===== config.mk =====
export PLATFORM = sky130hd
export DESIGN_NAME = csau_store_unit
export DESIGN_NICKNAME = d
export VERILOG_FILES = /design/src/rtl/csau_addr_gen.v /design/src/rtl/csau_store_unit.v
export VERILOG_INCLUDE_DIRS = /design/src /design/src/rtl
export SDC_FILE = /design/constraint.sdc
export NUM_CORES = 1
export LEC_CHECK = 0
export ABC_AREA = 1
export ABC_CLOCK_PERIOD_IN_PS = 5720
export BUFFER_PORTS_ARGS = -buffer_cell sky130_fd_sc_hd__buf_2
export CAP_MARGIN = 20
export CORE_MARGIN = 2
export CORE_UTILIZATION = 40
export CTS_CLUSTER_DIAMETER = 30
export CTS_CLUSTER_SIZE = 14
export DETAILED_ROUTE_END_ITERATION = 6
export GPL_TIMING_DRIVEN = 0
export PLACE_DENSITY = 0.61
export SETUP_SLACK_MARGIN = 0.2
export SLEW_MARGIN = 20
export SYNTH_ARGS = -nofsm -noshare
export SYNTH_HDL_FRONTEND = slang
export SYNTH_HIERARCHICAL = 1
export SYNTH_SLANG_ARGS = --single-unit

===== constraint.sdc =====
create_clock -name clk_i -period 5.72 [get_ports clk_i]
set_input_delay 1.144 -clock clk_i [delete_from_list [all_inputs] [get_ports clk_i]]
set_output_delay 1.144 -clock clk_i [all_outputs]
set_load 0.005 [all_outputs]

===== src/rtl/csau_defs.vh =====
// Constants of the coprocessor store address unit: field positions, offsets, counts
`ifndef CSAU_DEFS_VH
`define CSAU_DEFS_VH

// --------------------------------------------------------------------
// Instruction field positions
// --------------------------------------------------------------------
`define CSAU_COND_HI 31
`define CSAU_COND_LO 28
`define CSAU_CLASS_HI 27
`define CSAU_CLASS_LO 25
`define CSAU_CLASS_VAL 3'h6
`define CSAU_PRE_BIT 24
`define CSAU_UP_BIT 23
`define CSAU_LONG_BIT 22
`define CSAU_WB_BIT 21
`define CSAU_LOAD_BIT 20
`define CSAU_BASE_HI 19
`define CSAU_BASE_LO 16
`define CSAU_CREG_HI 15
`define CSAU_CREG_LO 12
`define CSAU_CNUM_HI 11
`define CSAU_CNUM_LO 8
`define CSAU_OFS_HI 7
`define CSAU_OFS_LO 0
`define CSAU_PC_REG 4'hF

// --------------------------------------------------------------------
// Program counter address bits, status and mode bits stripped
// --------------------------------------------------------------------
`define CSAU_PC_ADDR_MASK 32'h03FFFFFC

// --------------------------------------------------------------------
// Register map and fields
// --------------------------------------------------------------------
`define CSAU_REG_CTRL 4'h0
`define CSAU_REG_STATUS 4'h4
`define CSAU_REG_ADDR 4'h8
`define CSAU_REG_COUNT 4'hC
`define CSAU_CTRL_RST 2'h1
`define CSAU_CTRL_EN_BIT 0
`define CSAU_CTRL_NOTRANS_BIT 1

// --------------------------------------------------------------------
// Timing: cycles a coprocessor is given to accept the instruction
// --------------------------------------------------------------------
`define CSAU_ACCEPT_TIME_NS 80
`define CSAU_CLK_PERIOD_NS 10
`define CSAU_ACCEPT_CYCLES (`CSAU_ACCEPT_TIME_NS / `CSAU_CLK_PERIOD_NS)

`endif


===== src/rtl/csau_addr_gen.v =====
// Effective address generator for the coprocessor store
`default_nettype none

module csau_addr_gen (
  // Base selection
  input wire [31:0] base_val_i,
  input wire [31:0] pc_val_i,
  input wire [3:0] base_sel_i,
  input wire base_absent_i,
  // Offset and indexing
  input wire [7:0] offset_i,
  input wire up_i,
  input wire pre_i,
  // Results
  output wire [31:0] xfer_addr_o,
  output wire [31:0] final_addr_o
);

`include "csau_defs.vh"

  wire use_pc;
  wire [31:0] base_eff;
  wire [31:0] byte_ofs;
  wire [31:0] indexed;

  // No base register means program counter relative
  assign use_pc = base_absent_i | (base_sel_i == `CSAU_PC_REG);
  // Status and mode bits would corrupt the address
  assign base_eff = use_pc ? (pc_val_i & `CSAU_PC_ADDR_MASK) : base_val_i;
  // Word count to bytes; 8-bit magnitude reaches 1020 of the 1023 span
  assign byte_ofs = {22'h00000, offset_i, 2'h0};
  assign indexed = up_i ? (base_eff + byte_ofs) : (base_eff - byte_ofs);
  // Pre-index stores at the indexed address, post-index at the base
  assign xfer_addr_o = pre_i ? indexed : base_eff;
  assign final_addr_o = indexed;

endmodule // csau_addr_gen

`default_nettype wire


===== src/rtl/csau_store_unit.v =====
// Coprocessor store instruction: condition, handshake, address, write and write-back
// What this block does
// - Coprocessor register contents are written to memory at the effective address.
// - Address indexes a base register, pre-indexed or post-indexed.
// - Long/short bit is passed to the coprocessor; one means long.
// - Translation form drives the active-low translate output low during the write.
// - Four-bit number selects the coprocessor; only the matching one joins in.
// - With write-back and a base register other than the program counter, the new address returns to the base.
// - Offsets reach from minus to plus 1020 bytes around the base.
// - Offset is a word count, shifted left two before use.
// - Eight-bit magnitude is added when up, subtracted otherwise.
// - Status and mode bits are stripped from the program counter base.
// - Without a base register the program counter is the base.
// - A condition code is tested against the status flags.
// - A failed condition performs no transfer and changes nothing but the skip note.
`default_nettype none

`include "csau_defs.vh"

module csau_store_unit #(
  parameter ACCEPT_CYCLES = `CSAU_ACCEPT_CYCLES
) (
  // Clock and reset
  input wire clk_i,
  input wire nrst_i,
  // Instruction issue
  input wire instr_valid_i,
  input wire [31:0] instr_i,
  input wire base_absent_i,
  input wire [31:0] base_val_i,
  input wire [31:0] pc_val_i,
  input wire [3:0] flags_i,
  output reg instr_ready_o,
  output reg done_o,
  output reg undef_o,
  // Coprocessor side
  output reg cop_req_o,
  output reg [3:0] cop_num_o,
  output reg [3:0] cop_reg_o,
  output reg cop_long_o,
  input wire cop_accept_i,
  input wire [3:0] cop_id_i,
  input wire cop_data_valid_i,
  input wire [31:0] cop_data_i,
  // Memory bus
  output reg mem_we_o,
  output reg [31:0] mem_addr_o,
  output reg [31:0] mem_wdata_o,
  output reg mem_trans_n_o,
  input wire mem_ack_i,
  // Base register write-back
  output reg wb_en_o,
  output reg [3:0] wb_reg_o,
  output reg [31:0] wb_data_o,
  // Register port
  input wire [3:0] reg_addr_i,
  input wire [31:0] reg_wdata_i,
  input wire reg_wr_i,
  input wire reg_rd_i,
  output reg [31:0] reg_rdata_o
);

  // ------------------------------------------------------------------
  // States
  // ------------------------------------------------------------------
  localparam ST_IDLE = 3'h0;
  localparam ST_HAND = 3'h1;
  localparam ST_DATA = 3'h2;
  localparam ST_MEM = 3'h3;
  localparam ST_WB = 3'h4;
  localparam ST_DONE = 3'h5;
  // Last wait count before the trap
  localparam [31:0] ACC_LAST = ACCEPT_CYCLES - 1;

  reg [2:0] state_r;
  reg [31:0] instr_r;
  reg base_absent_r;
  reg [31:0] base_r;
  reg [31:0] pc_r;
  reg [7:0] wait_r;
  reg [1:0] ctrl_r;
  reg last_undef_r;
  reg last_skip_r;
  reg [31:0] last_addr_r;
  reg [31:0] count_r;

  wire [3:0] cond;
  wire flag_n;
  wire flag_z;
  wire flag_c;
  wire flag_v;
  reg cond_pass;
  wire is_store;
  wire pre_bit;
  wire wb_bit;
  wire do_trans;
  wire do_wb;
  wire [31:0] xfer_addr;
  wire [31:0] final_addr;

  // ------------------------------------------------------------------
  // Condition test on the flags at issue
  // ------------------------------------------------------------------
  assign cond = instr_i[`CSAU_COND_HI:`CSAU_COND_LO];
  assign flag_n = flags_i[3];
  assign flag_z = flags_i[2];
  assign flag_c = flags_i[1];
  assign flag_v = flags_i[0];

  always @* begin
    case (cond)
      4'h0: cond_pass = flag_z;
      4'h1: cond_pass = ~flag_z;
      4'h2: cond_pass = flag_c;
      4'h3: cond_pass = ~flag_c;
      4'h4: cond_pass = flag_n;
      4'h5: cond_pass = ~flag_n;
      4'h6: cond_pass = flag_v;
      4'h7: cond_pass = ~flag_v;
      4'h8: cond_pass = flag_c & ~flag_z;
      4'h9: cond_pass = ~flag_c | flag_z;
      4'hA: cond_pass = (flag_n == flag_v);
      4'hB: cond_pass = (flag_n != flag_v);
      4'hC: cond_pass = ~flag_z & (flag_n == flag_v);
      4'hD: cond_pass = flag_z | (flag_n != flag_v);
      4'hE: cond_pass = 1'b1;
      default: cond_pass = 1'b0;
    endcase
  end

  // Only the store form of the coprocessor transfer class is handled here
  assign is_store = (instr_i[`CSAU_CLASS_HI:`CSAU_CLASS_LO] == `CSAU_CLASS_VAL) &
                    ~instr_i[`CSAU_LOAD_BIT];

  // ------------------------------------------------------------------
  // Address generation on the captured instruction
  // ------------------------------------------------------------------
  assign pre_bit = instr_r[`CSAU_PRE_BIT];
  assign wb_bit = instr_r[`CSAU_WB_BIT];
  // The translation form is post-indexed with the write-back bit set
  assign do_trans = ~pre_bit & wb_bit & ~ctrl_r[`CSAU_CTRL_NOTRANS_BIT];
  // Post-index always moves a present base other than the program counter; pre-index only when asked
  assign do_wb = (wb_bit | ~pre_bit) & ~base_absent_r &
                 (instr_r[`CSAU_BASE_HI:`CSAU_BASE_LO] != `CSAU_PC_REG);

  csau_addr_gen u_addr (
    .base_val_i(base_r),
    .pc_val_i(pc_r),
    .base_sel_i(instr_r[`CSAU_BASE_HI:`CSAU_BASE_LO]),
    .base_absent_i(base_absent_r),
    .offset_i(instr_r[`CSAU_OFS_HI:`CSAU_OFS_LO]),
    .up_i(instr_r[`CSAU_UP_BIT]),
    .pre_i(pre_bit),
    .xfer_addr_o(xfer_addr),
    .final_addr_o(final_addr)
  );

  // ------------------------------------------------------------------
  // Sequencer
  // ------------------------------------------------------------------
  always @(posedge clk_i) begin
    if (!nrst_i) begin
      state_r <= ST_IDLE;
      instr_r <= 32'h00000000;
      base_absent_r <= 1'b0;
      base_r <= 32'h00000000;
      pc_r <= 32'h00000000;
      wait_r <= 8'h00;
      instr_ready_o <= 1'b0;
      done_o <= 1'b0;
      undef_o <= 1'b0;
      cop_req_o <= 1'b0;
      cop_num_o <= 4'h0;
      cop_reg_o <= 4'h0;
      cop_long_o <= 1'b0;
      mem_we_o <= 1'b0;
      mem_addr_o <= 32'h00000000;
      mem_wdata_o <= 32'h00000000;
      mem_trans_n_o <= 1'b1;
      wb_en_o <= 1'b0;
      wb_reg_o <= 4'h0;
      wb_data_o <= 32'h00000000;
      last_undef_r <= 1'b0;
      last_skip_r <= 1'b0;
      last_addr_r <= 32'h00000000;
      count_r <= 32'h00000000;
    end else begin
      done_o <= 1'b0;
      undef_o <= 1'b0;
      wb_en_o <= 1'b0;
      case (state_r)
        ST_IDLE: begin
          instr_ready_o <= ctrl_r[`CSAU_CTRL_EN_BIT];
          if (instr_valid_i && instr_ready_o && is_store) begin
            instr_ready_o <= 1'b0;
            instr_r <= instr_i;
            base_absent_r <= base_absent_i;
            base_r <= base_val_i;
            pc_r <= pc_val_i;
            if (cond_pass) begin
              // Number, register and length go out with the request
              cop_req_o <= 1'b1;
              cop_num_o <= instr_i[`CSAU_CNUM_HI:`CSAU_CNUM_LO];
              cop_reg_o <= instr_i[`CSAU_CREG_HI:`CSAU_CREG_LO];
              cop_long_o <= instr_i[`CSAU_LONG_BIT];
              wait_r <= 8'h00;
              state_r <= ST_HAND;
            end else begin
              // Skipped: no transfer, no write-back, no state but the note
              last_skip_r <= 1'b1;
              state_r <= ST_DONE;
            end
          end
        end
        ST_HAND: begin
          // Accept counts only from the coprocessor whose number matches
          if (cop_accept_i && (cop_id_i == cop_num_o)) begin
            cop_req_o <= 1'b0;
            state_r <= ST_DATA;
          end else if ({24'h000000, wait_r} == ACC_LAST) begin
            // Nobody answered: trap instead of storing
            cop_req_o <= 1'b0;
            undef_o <= 1'b1;
            last_undef_r <= 1'b1;
            last_skip_r <= 1'b0;
            state_r <= ST_DONE;
          end else begin
            wait_r <= wait_r + 8'h01;
          end
        end
        ST_DATA: begin
          if (cop_data_valid_i) begin
            mem_we_o <= 1'b1;
            mem_addr_o <= xfer_addr;
            mem_wdata_o <= cop_data_i;
            mem_trans_n_o <= ~do_trans;
            state_r <= ST_MEM;
          end
        end
        ST_MEM: begin
          // Write and translate request stand until the memory takes them
          if (mem_ack_i) begin
            mem_we_o <= 1'b0;
            mem_trans_n_o <= 1'b1;
            last_addr_r <= mem_addr_o;
            count_r <= count_r + 32'h00000001;
            last_undef_r <= 1'b0;
            last_skip_r <= 1'b0;
            state_r <= ST_WB;
          end
        end
        ST_WB: begin
          if (do_wb) begin
            wb_en_o <= 1'b1;
            wb_reg_o <= instr_r[`CSAU_BASE_HI:`CSAU_BASE_LO];
            wb_data_o <= final_addr;
          end
          state_r <= ST_DONE;
        end
        ST_DONE: begin
          // Flags are never an output of this unit, so they stay as they were
          done_o <= 1'b1;
          state_r <= ST_IDLE;
        end
        default: begin
          state_r <= ST_IDLE;
        end
      endcase
    end
  end

  // ------------------------------------------------------------------
  // Register port: control, status, last address, store count
  // ------------------------------------------------------------------
  always @(posedge clk_i) begin
    if (!nrst_i) begin
      ctrl_r <= `CSAU_CTRL_RST;
      reg_rdata_o <= 32'h00000000;
    end else begin
      if (reg_wr_i && (reg_addr_i == `CSAU_REG_CTRL)) begin
        ctrl_r <= reg_wdata_i[1:0];
      end
      reg_rdata_o <= 32'h00000000;
      if (reg_rd_i) begin
        case (reg_addr_i)
          `CSAU_REG_CTRL: reg_rdata_o <= {30'h0000000, ctrl_r};
          `CSAU_REG_STATUS: reg_rdata_o <= {29'h0000000, last_skip_r, last_undef_r,
                                            (state_r != ST_IDLE)};
          `CSAU_REG_ADDR: reg_rdata_o <= last_addr_r;
          `CSAU_REG_COUNT: reg_rdata_o <= count_r;
          default: reg_rdata_o <= 32'h00000000;
        endcase
      end
    end
  end

endmodule // csau_store_unit

`default_nettype wire


Yosys cells after proc, flatten, opt, wreduce, memory -nomap -nowiden. Cells that the tools add are included.

Register bits: 311. Bits in latches: 0. Bits in writable memories: 0. ROM bits: 0. Input port bits: 181. Output and inout bits: 148. Logic and storage cells: 155. Memories kept: 0.

$add $sub $neg: 4. Multipliers: 0. Divide/modulo/power cells: 0. Magnitude comparators: 0. Equality and inequality tests: 38. Shift operators: 0. Multiplexer cells: 39. Bitwise gates (word level): 22. Reductions and logical operators: 26.

Operators with widths (count): $pmux W32 S4 (1); $mux W32 (3); $eq A4 B4 Y1 const B (10); $add A32 B1 Y32 const B (1); $add A32 B10 Y32 (1); $mux W8 (4); $sub A32 B10 Y32 (1); $eq A4 B3 Y1 const B (5); $mux W3 (6); $mux W1 (17); $ne A2 B2 Y1 const B (8); $pmux W8 S2 (1); $pmux W1 S15 (1); $pmux W3 S5 (1); $reduce_and A2 Y1 (6); $reduce_and A4 Y1 (3); $not A1 Y1 (11); $eq A3 B3 Y1 const B (3); $add A8 B1 Y8 const B (1); $eq A4 B2 Y1 const B (2); $eq A8 B3 Y1 const B (1); $logic_not A4 Y1 (2); $pmux W1 S2 (4); $and A1 B1 Y1 (7); 18 further kinds (29).

Logic depth before layout (Yosys ltp). Gate-level depths: netlist of the first run.

Word-level depth: 6. Gate-level depth with buffers: 22. Depth with buffers taken out: 22.

By module. The synthesis of the first run kept the hierarchy.

By module, submodules not included: csau_store_unit (times used 1, cells each 1624, area each 12012.8 um^2, seq. area each 6145.9 um^2); csau_addr_gen (times used 1, cells each 693, area each 3230.6 um^2, seq. area each 0.0 um^2).

Least setup slack after synthesis of the first run. No wires, ideal clock.

Kind: flip-flop to flip-flop. Start: register instr_r[2]. End: register mem_addr_o[12]. Setup time: 128 ps. Data arrival time: 2599 ps. Required time: 5592 ps. Path slack: 2992 ps. Stages on the path, launching flop included: 20. Path buffers: 0. Clock period less this slack: 2728 ps. Path through: dfxtp_1 -> inv_1 -> nand3_1 -> nor2_1 -> inv_1 -> nor3_1 -> ha_1 -> nand2_1 -> o21ai_0 -> ha_1 -> nand2_1 -> nand2_1 -> a21oi_2 -> nand3_1 -> or2_0 -> and2_4 -> nand2_1 -> nand2_1 -> o21ai_0 -> a21oi_1.

Word-level cells in the longest chain between the ends: 3.

RTL lines: start, declared (line csau_store_unit.v:76) `reg [31:0] instr_r;`; start signal, assigned (line csau_store_unit.v:196) `instr_r <= instr_i;`; $sub A32 B10 Y32 or $add A32 B10 Y32 (tied branches) (line csau_addr_gen.v:32) `assign indexed = up_i ? (base_eff + byte_ofs) : (base_eff - byte_ofs);`; $mux W32 (*) (line csau_addr_gen.v:32); via final_addr[12] (line csau_store_unit.v:99) `wire [31:0] final_addr;`; $mux W32 (*) (line csau_addr_gen.v:34) `assign xfer_addr_o = pre_i ? indexed : base_eff;`; via xfer_addr[12] (line csau_store_unit.v:98) `wire [31:0] xfer_addr;`; end signal, assigned (line csau_store_unit.v:234) `mem_addr_o <= xfer_addr;`; end, declared (line csau_store_unit.v:47) `output reg [31:0] mem_addr_o,`.

The timed path passes the listed nets; every way through them passes the cells marked *. A chain may end at the register's enable or synchronous reset.

Final worst setup path of the first run.
Start: register instr_r[0]. End: register mem_addr_o[20].

Word-level cells in the longest chain between the ends: 3.

RTL lines (line): $sub A32 B10 Y32 or $add A32 B10 Y32 (tied branches) (csau_addr_gen.v:32); $mux W32 (*) (csau_addr_gen.v:32); $mux W32 (*) (csau_addr_gen.v:34); via xfer_addr[20] (csau_store_unit.v:98).

Marks and branches as above.

==> qor.txt, run 1 <==
Leakage - 0.00912 µW
FILL cells - 3,687
Hold Crit Class - register to register
Worst R2R Start - instr_r[0]$_SDFFE_PN0P_
Status - finished, final reports clean
Critical path buffers and inverters - 2
Cell mode on critical path - nand3_1
Antenna violation net count after detailed routing - 0
Critical path's largest stage delay - 0.72 ns
Rows - 70
Avg Cell Area, Syn - 6.56 µm²
Crit path kind - register to register
Fin. Hold Viols - 0
Total Routing Usage GR - 27.0%
Die Height - 198 µm
Core ar. - 36,800 µm²
Final Instance Area - 19,300 µm²
Mapped Nets - 2,500
Yosys warns - 6
Pwr Density - 398 nW/µm²
Routed WL - 52,700 µm
CP delay by family, top - compound AO/OA/AOI/OAI gates
Total Power - 7670 µW
TritonCTS clock tree - built
Setup TNS Final - 0 ns
Worst-Skew Late Latency - 0.58 ns
CTS Buf Count - 69
DR pass1 iterations - 5
CP arrival - 4.05 ns
CP Launch Type - register
Hold_buf cts - 0
Final setup fails - 0
Hold Path Depth - 2
R2r endpoint - mem_addr_o[20]$_SDFFE_PN0P_
DR WL/cell - 16.7 µm
Die ar. - 39,000 µm²
Ant diodes - 0
Crit-path slowest cell - a21oi_1
Port bufs - 289
Ports - 329
Sink Count - 299
Clock Skews - 0.0235 ns
Rel. slew slack - 39.1%
Postcts setup bufs - 0
Fmax - 278 MHz
Largest net degree at the start of global routing - 11
Initial antenna violation count - 0
Peak VDD IR - 0.248 mV
# DRC - 0
Starting DRT DRC Count - 1,022
DR vias - 15,700
Clock-pin slew on the worst setup and hold paths - 0.05 ns
Clock root buffer - clkbuf_16
RD Place Congestion - 0.939
Area after DPL - 17,000 µm²
Final Max Slew Viols - 0
Area Growth Syn to Fin - 28.7%
Clock tree buffer depth - 3
FF-to-FF setup slack - 2.12 ns
Post-Syn Area - 15,000 µm²
CP max FO - 6
Gr ovfl total - 0
Placed Cells incl. Taps - 3,042
Critical Path Stages - 16
Via density - 4.97
RSZ-0062 raised after global routing - false
Cell Count, Final, Fillers Out - 3,161
Tcrit/Tclk final - 63.0%
Share of layout cells above drive strength 1 - 16.9%
Fin crit period - 3.60 ns
CP Cell Sequence - inv_1, ha_1, nand3_1, nor2_1, a21oi_1, ha_1, nand2_1, inv_1, a21oi_2, nand3_1, nand3_1, nand3b_1, nand3_1, nand2_1, o21ai_0, a21oi_1
Worst slew pin tran - 0.914 ns
Crit. End Element - register
Nets - 2,860
Die Wd - 198 µm
CP Capture Point - mem_addr_o[20]$_SDFFE_PN0P_
Worst setup startpoint - instr_r[0]$_SDFFE_PN0P_
First-pass GRT wire length - 80,800 µm
Detailed placement HPWL - 41,600 µm
# H-tree levels - 3
Syn Inst Count - 2,285
Post-CTS Resized - 0
Initial Utilization - 40.7%
Max cap viols - 0
CP required - 6.17 ns
Cells on worst reg2reg path - 16
Vias in the first global route - 15,000
metrics by stage:
stage	setup WS, ns	utilization [%]	hold slack, ns
floorplan	2.99	-	0.430
global placement	2.24	46.3	0.430
detailed placement	2.20	46.3	0.433
CTS	2.18	52.4	0.440
global route	1.87	52.4	0.457
finish	2.12	52.4	0.439
worst register-to-register path: cells and delay by family (launching register included):
family / cells / cell delay [ns]
DFF: 1 / 0.40
buffers and inverters: 2 / 0.15
AOI/OAI and AO/OA: 4 / 1.18
and+or+nand+nor: 8 / 1.12
adders and majority gates: 2 / 0.63
cell type report:
class | instances | area, µm² | share of cell area [%]
multi-input combinational | 1559 | 7360 | 38.2
sequential | 299 | 5990 | 31.0
clock buffer | 84 | 1860 | 9.66
timing repair buffer | 289 | 1450 | 7.50
inverter | 324 | 1220 | 6.31
tap | 468 | 586 | 3.04
buffer | 103 | 419 | 2.17
clock inverter | 35 | 408 | 2.11
cells in the final DEF, fill, tap and decap left out, drive strengths merged, types with 2 or more instances in the layout:
cell      instances
nand2           481
nor4              2
clkinv           24
o21bai            3
o22ai            32
nand4            15
ha               33
a221oi            2
xnor2             4
clkbuf          169
o21a              4
a21oi           173
and2             16
dfxtp           299
inv             327
nand3b            7
or2               4
nor3             32
clkinvlp          2
a31oi             9
nor3b             4
nand3            97
buf             307
o21ai           229
xor2             23
nor2            385
bufinv            6
flip-flops by register name, indices dropped and copies added (netlist names), 2 cells and up:
| register | count |
|---|---|
| instr_r | 15 |
| cop_reg_o | 4 |
| wb_reg_o | 4 |
| mem_wdata_o | 32 |
| reg_rdata_o | 32 |
| count_r | 32 |
| pc_r | 24 |
| last_addr_r | 32 |
| state_r | 3 |
| wb_data_o | 32 |
| mem_addr_o | 32 |
| cop_num_o | 4 |
| base_r | 32 |
| ctrl_r | 2 |
| wait_r | 8 |
layer usage:
metal	track usage [%]	wire length, µm	vias up
met4	13.7	2530	0
met2	46.0	24900	513
met1	32.7	22200	7085
met5	0	0	-
met3	4.63	3030	128
li1	-	-	7990
where the power goes:
group          total (µW)  leakage, µW  internal [µW]  switching (µW)
sequential           2510      0.00242           2330             175
combinational        1350      0.00558            498             850
clock                3810      0.00112           2580            1240
worst min-delay path by stage:
stage | startpoint | endpoint | slack (ns)
finish | mem_wdata_o[28]$_SDFFE_PN0P_ | mem_wdata_o[28]$_SDFFE_PN0P_ | 0.44
global route | mem_wdata_o[4]$_SDFFE_PN0P_ | mem_wdata_o[4]$_SDFFE_PN0P_ | 0.46
CTS | mem_wdata_o[28]$_SDFFE_PN0P_ | mem_wdata_o[28]$_SDFFE_PN0P_ | 0.44
detailed placement | mem_wdata_o[28]$_SDFFE_PN0P_ | mem_wdata_o[28]$_SDFFE_PN0P_ | 0.43
global placement | mem_wdata_o[7]$_SDFFE_PN0P_ | mem_wdata_o[7]$_SDFFE_PN0P_ | 0.43
floorplan | last_addr_r[0]$_SDFFE_PN0P_ | last_addr_r[0]$_SDFFE_PN0P_ | 0.43
(Power assumes the default switching activity.)
==> run 2: changes to the inputs <==
--- a/config.mk
+++ b/config.mk
@@ -7,7 +7,7 @@
 export NUM_CORES = 1
 export LEC_CHECK = 0
 export ABC_AREA = 1
-export ABC_CLOCK_PERIOD_IN_PS = 5720
+export ABC_CLOCK_PERIOD_IN_PS = 3100
 export BUFFER_PORTS_ARGS = -buffer_cell sky130_fd_sc_hd__buf_2
 export CAP_MARGIN = 20
 export CORE_MARGIN = 2
@@ -16,7 +16,7 @@
 export CTS_CLUSTER_SIZE = 14
 export DETAILED_ROUTE_END_ITERATION = 6
 export GPL_TIMING_DRIVEN = 0
-export PLACE_DENSITY = 0.61
+export PLACE_DENSITY = 0.63
 export SETUP_SLACK_MARGIN = 0.2
 export SLEW_MARGIN = 20
 export SYNTH_ARGS = -nofsm -noshare
==> constraint.sdc (replaced) <==
create_clock -name clk_i -period 3.1 [get_ports clk_i]
set_input_delay 0.62 -clock clk_i [delete_from_list [all_inputs] [get_ports clk_i]]
set_output_delay 0.62 -clock clk_i [all_outputs]
set_load 0.005 [all_outputs]
==> qor.txt, run 2 (synthesized netlist as in run 1, its figures left out) <==
Die Height - 198 µm (unchanged)
DR WL/cell - 16.8 µm (+0.70%)
Sink Count - 299 (unchanged)
TritonCTS clock tree - built
Fmax - 347 MHz (+25%)
Initial Utilization - 40.7% (unchanged)
Routed WL - 53,600 µm (+1.7%)
Vias in the first global route - 15,000 (-0.15%)
Via density - 5.02 (+0.91%)
Clock root buffer - clkbuf_16
Rows - 70 (unchanged)
Status - finished, final reports clean
Setup TNS Final - 0 ns (unchanged)
RD Place Congestion - 0.956 (+1.8%)
Pwr Density - 724 nW/µm² (+82%)
Part of the power in combinational logic - 18.4% (+0.8 points)
Sw Ratio - 28.3% (-1.2 points)
Clock-pin slew on the worst setup and hold paths - 0.05 ns (about the same)
Initial antenna violation count - 0 (unchanged)
Antenna violation net count after detailed routing - 0 (unchanged)
Int Pwr - 10,700 µW (+98%)
Die ar. - 39,000 µm² (unchanged)
Cell Count, Final, Fillers Out - 3,191 (+0.95%)
# H-tree levels - 3 (unchanged)
Share of layout cells above drive strength 1 - 23.6% (+6.7 points)
Port bufs - 289 (unchanged)
Seq pwr share - 31.1% (-1.6 points)
Most frequent cells in the layout - nand2_1, nor2_1, inv_1
Fin. Hold Viols - 0 (unchanged)
CP required - 3.60 ns (-2.57 ns)
Final setup fails - 0 (unchanged)
DR vias - 16,000 (+1.9%)
Commonest non-fill, non-tap cell in the layout - nand2_1
CP max FO - 6 (unchanged)
Nets - 2,892 (+1.1%)
DR pass1 iterations - 5 (unchanged)
Worst-Skew Late Latency - 0.57 ns (about the same)
Die Wd - 198 µm (unchanged)
Hold_buf cts - 0 (unchanged)
Area Growth Syn to Fin - 37.4%
Hold Crit Class - input pin to register
Clock tree buffer depth - 3 (unchanged)
# DRC - 0 (unchanged)
Detailed placement HPWL - 41,500 µm (-0.41%)
Clock Skews - 0.0202 ns (-0.00327 ns)
P_sw - 4220 µW (+87%)
Peak VDD IR - 0.515 mV (+110%)
FF-to-FF setup slack - 0.22 ns (-1.90 ns)
Worst slew pin tran - 0.966 ns (+0.0523 ns)
First-pass GRT wire length - 80,100 µm (-0.91%)
CP arrival - 3.38 ns (-0.67 ns)
Crit. End Element - register
Starting DRT DRC Count - 951 (-6.9%)
Leakage - 0.00941 µW (+3.2%)
Crit path kind - register to register
Gr ovfl total - 0 (unchanged)
Rel. slew slack - 35.6% (-3.5 points)
Clock network power share - 50.5% (+0.8 points)
Ports - 329 (unchanged)
CTS Buf Count - 69 (unchanged)
Fin crit period - 2.88 ns (-0.723 ns)
Tcrit/Tclk final - 92.9% (+30 points)
Total Routing Usage GR - 26.7% (-0.30 points)
CP Launch Type - register
Ant diodes - 0 (unchanged)
Final Max Slew Viols - 0 (unchanged)
Max cap viols - 0 (unchanged)
Placed Cells incl. Taps - 3,042 (unchanged)
Core ar. - 36,800 µm² (unchanged)
RSZ-0062 raised after global routing - true
FILL cells - 3,564 (-3.3%)
Largest net degree at the start of global routing - 11 (unchanged)
==> run 2: changes by cell type in the layout (fill, tap and decap cells not counted), moves of 9 or more <==
| cell | change |
|---|---|
| nand2_1 | -55 |
| nand2_2 | +49 |
| o21ai_0 | -33 |
| buf_4 | +30 |
| ha_1 | -26 |
| o21ai_1 | +26 |
| ha_4 | +23 |
| nor2_1 | -17 |
| a21oi_1 | -14 |
| nor2_4 | +10 |
| nand3_1 | -9 |
==> run 2: power groups by stage <==
stage	registers [µW]	clock network, µW	logic [µW]
after detailed placement	4690	0	2480
final	4640	7530	2750
after global placement	4680	0	2440
after CTS	4630	7610	2610
after global routing	4680	7810	3040
after floorplan	4630	0	1480
==> run 2: layout make-up <==
class | instances | area, µm² | area share, %
plain buffers | 103 | 453 | 2.20
well taps | 468 | 586 | 2.84
clock inverters | 29 | 502 | 2.44
clock buffers | 88 | 1910 | 9.27
flip-flops and latches | 299 | 6000 | 29.1
multi-input cells | 1559 | 8210 | 39.9
inverters | 324 | 1220 | 5.93
repair buffers | 321 | 1710 | 8.32
==> run 2: through the flow <==
stage	utilization (%)	hold slack (ns)	power, µW	setup WS (ns)	cell area (µm²)
2_1_floorplan	-	0.430	6110	0.372	15000
3_3_place_gp	46.3	0.430	7120	-0.523	17000
3_5_place_dp	46.3	0.436	7170	-0.516	17000
4_1_cts	54.2	0.253	14800	0.205	19900
5_1_grt	56.0	0.273	15500	0.109	20600
6_report	56.0	0.269	14900	0.220	20600
==> run 2: layer usage <==
metal / track usage, % / up-vias / routed length (µm)
li1: - / 8049 / -
met1: 32.4 / 7284 / 22500
met2: 45.9 / 552 / 25800
met3: 4.35 / 124 / 3130
met4: 12.7 / 0 / 2140
met5: 0 / - / 0
==> run 2: what timing repair did <==
| action | 4_1_cts | 5_1_grt |
|---|---|---|
| setup endpoints to repair | 49 | 46 |
| pin swaps | 21 | 41 |
| cloned | 1 | 0 |
| buffers inserted | 13 | 18 |
| gates resized for setup | 109 | 137 |
==> run 2: path summary, 6_finish.rpt <==
| path | startpoint | to | cells past startpoint |
|---|---|---|---|
| setup reg to reg | instr_r[17]$_SDFFE_PN0P_ | mem_addr_o[20]$_SDFFE_PN0P_ | 20 |
| hold reg to reg | mem_wdata_o[14]$_SDFFE_PN0P_ | mem_wdata_o[14]$_SDFFE_PN0P_ | 2 |
| setup / recovery | instr_r[17]$_SDFFE_PN0P_ | mem_addr_o[20]$_SDFFE_PN0P_ | 20 |
| hold / removal | base_val_i[13] | base_r[13]$_SDFFE_PN0P_ | 3 |
==> run 2: worst max-delay path: stages, from the launching register on <==
cell      delay [ns]
dfxtp_2         0.34
nand2_1         0.07
nor2_2          0.16
nor2_4          0.10
inv_4           0.10
buf_6           0.12
nand2_1         0.07
nand2_1         0.09
ha_2            0.18
inv_1           0.05
fa_2            0.35
inv_2           0.08
buf_4           0.11
nand3_1         0.11
nand3_4         0.15
nand3_1         0.13
nand3b_1        0.17
nand3_1         0.11
nand2_2         0.13
o21ai_1         0.08
a21oi_1         0.12
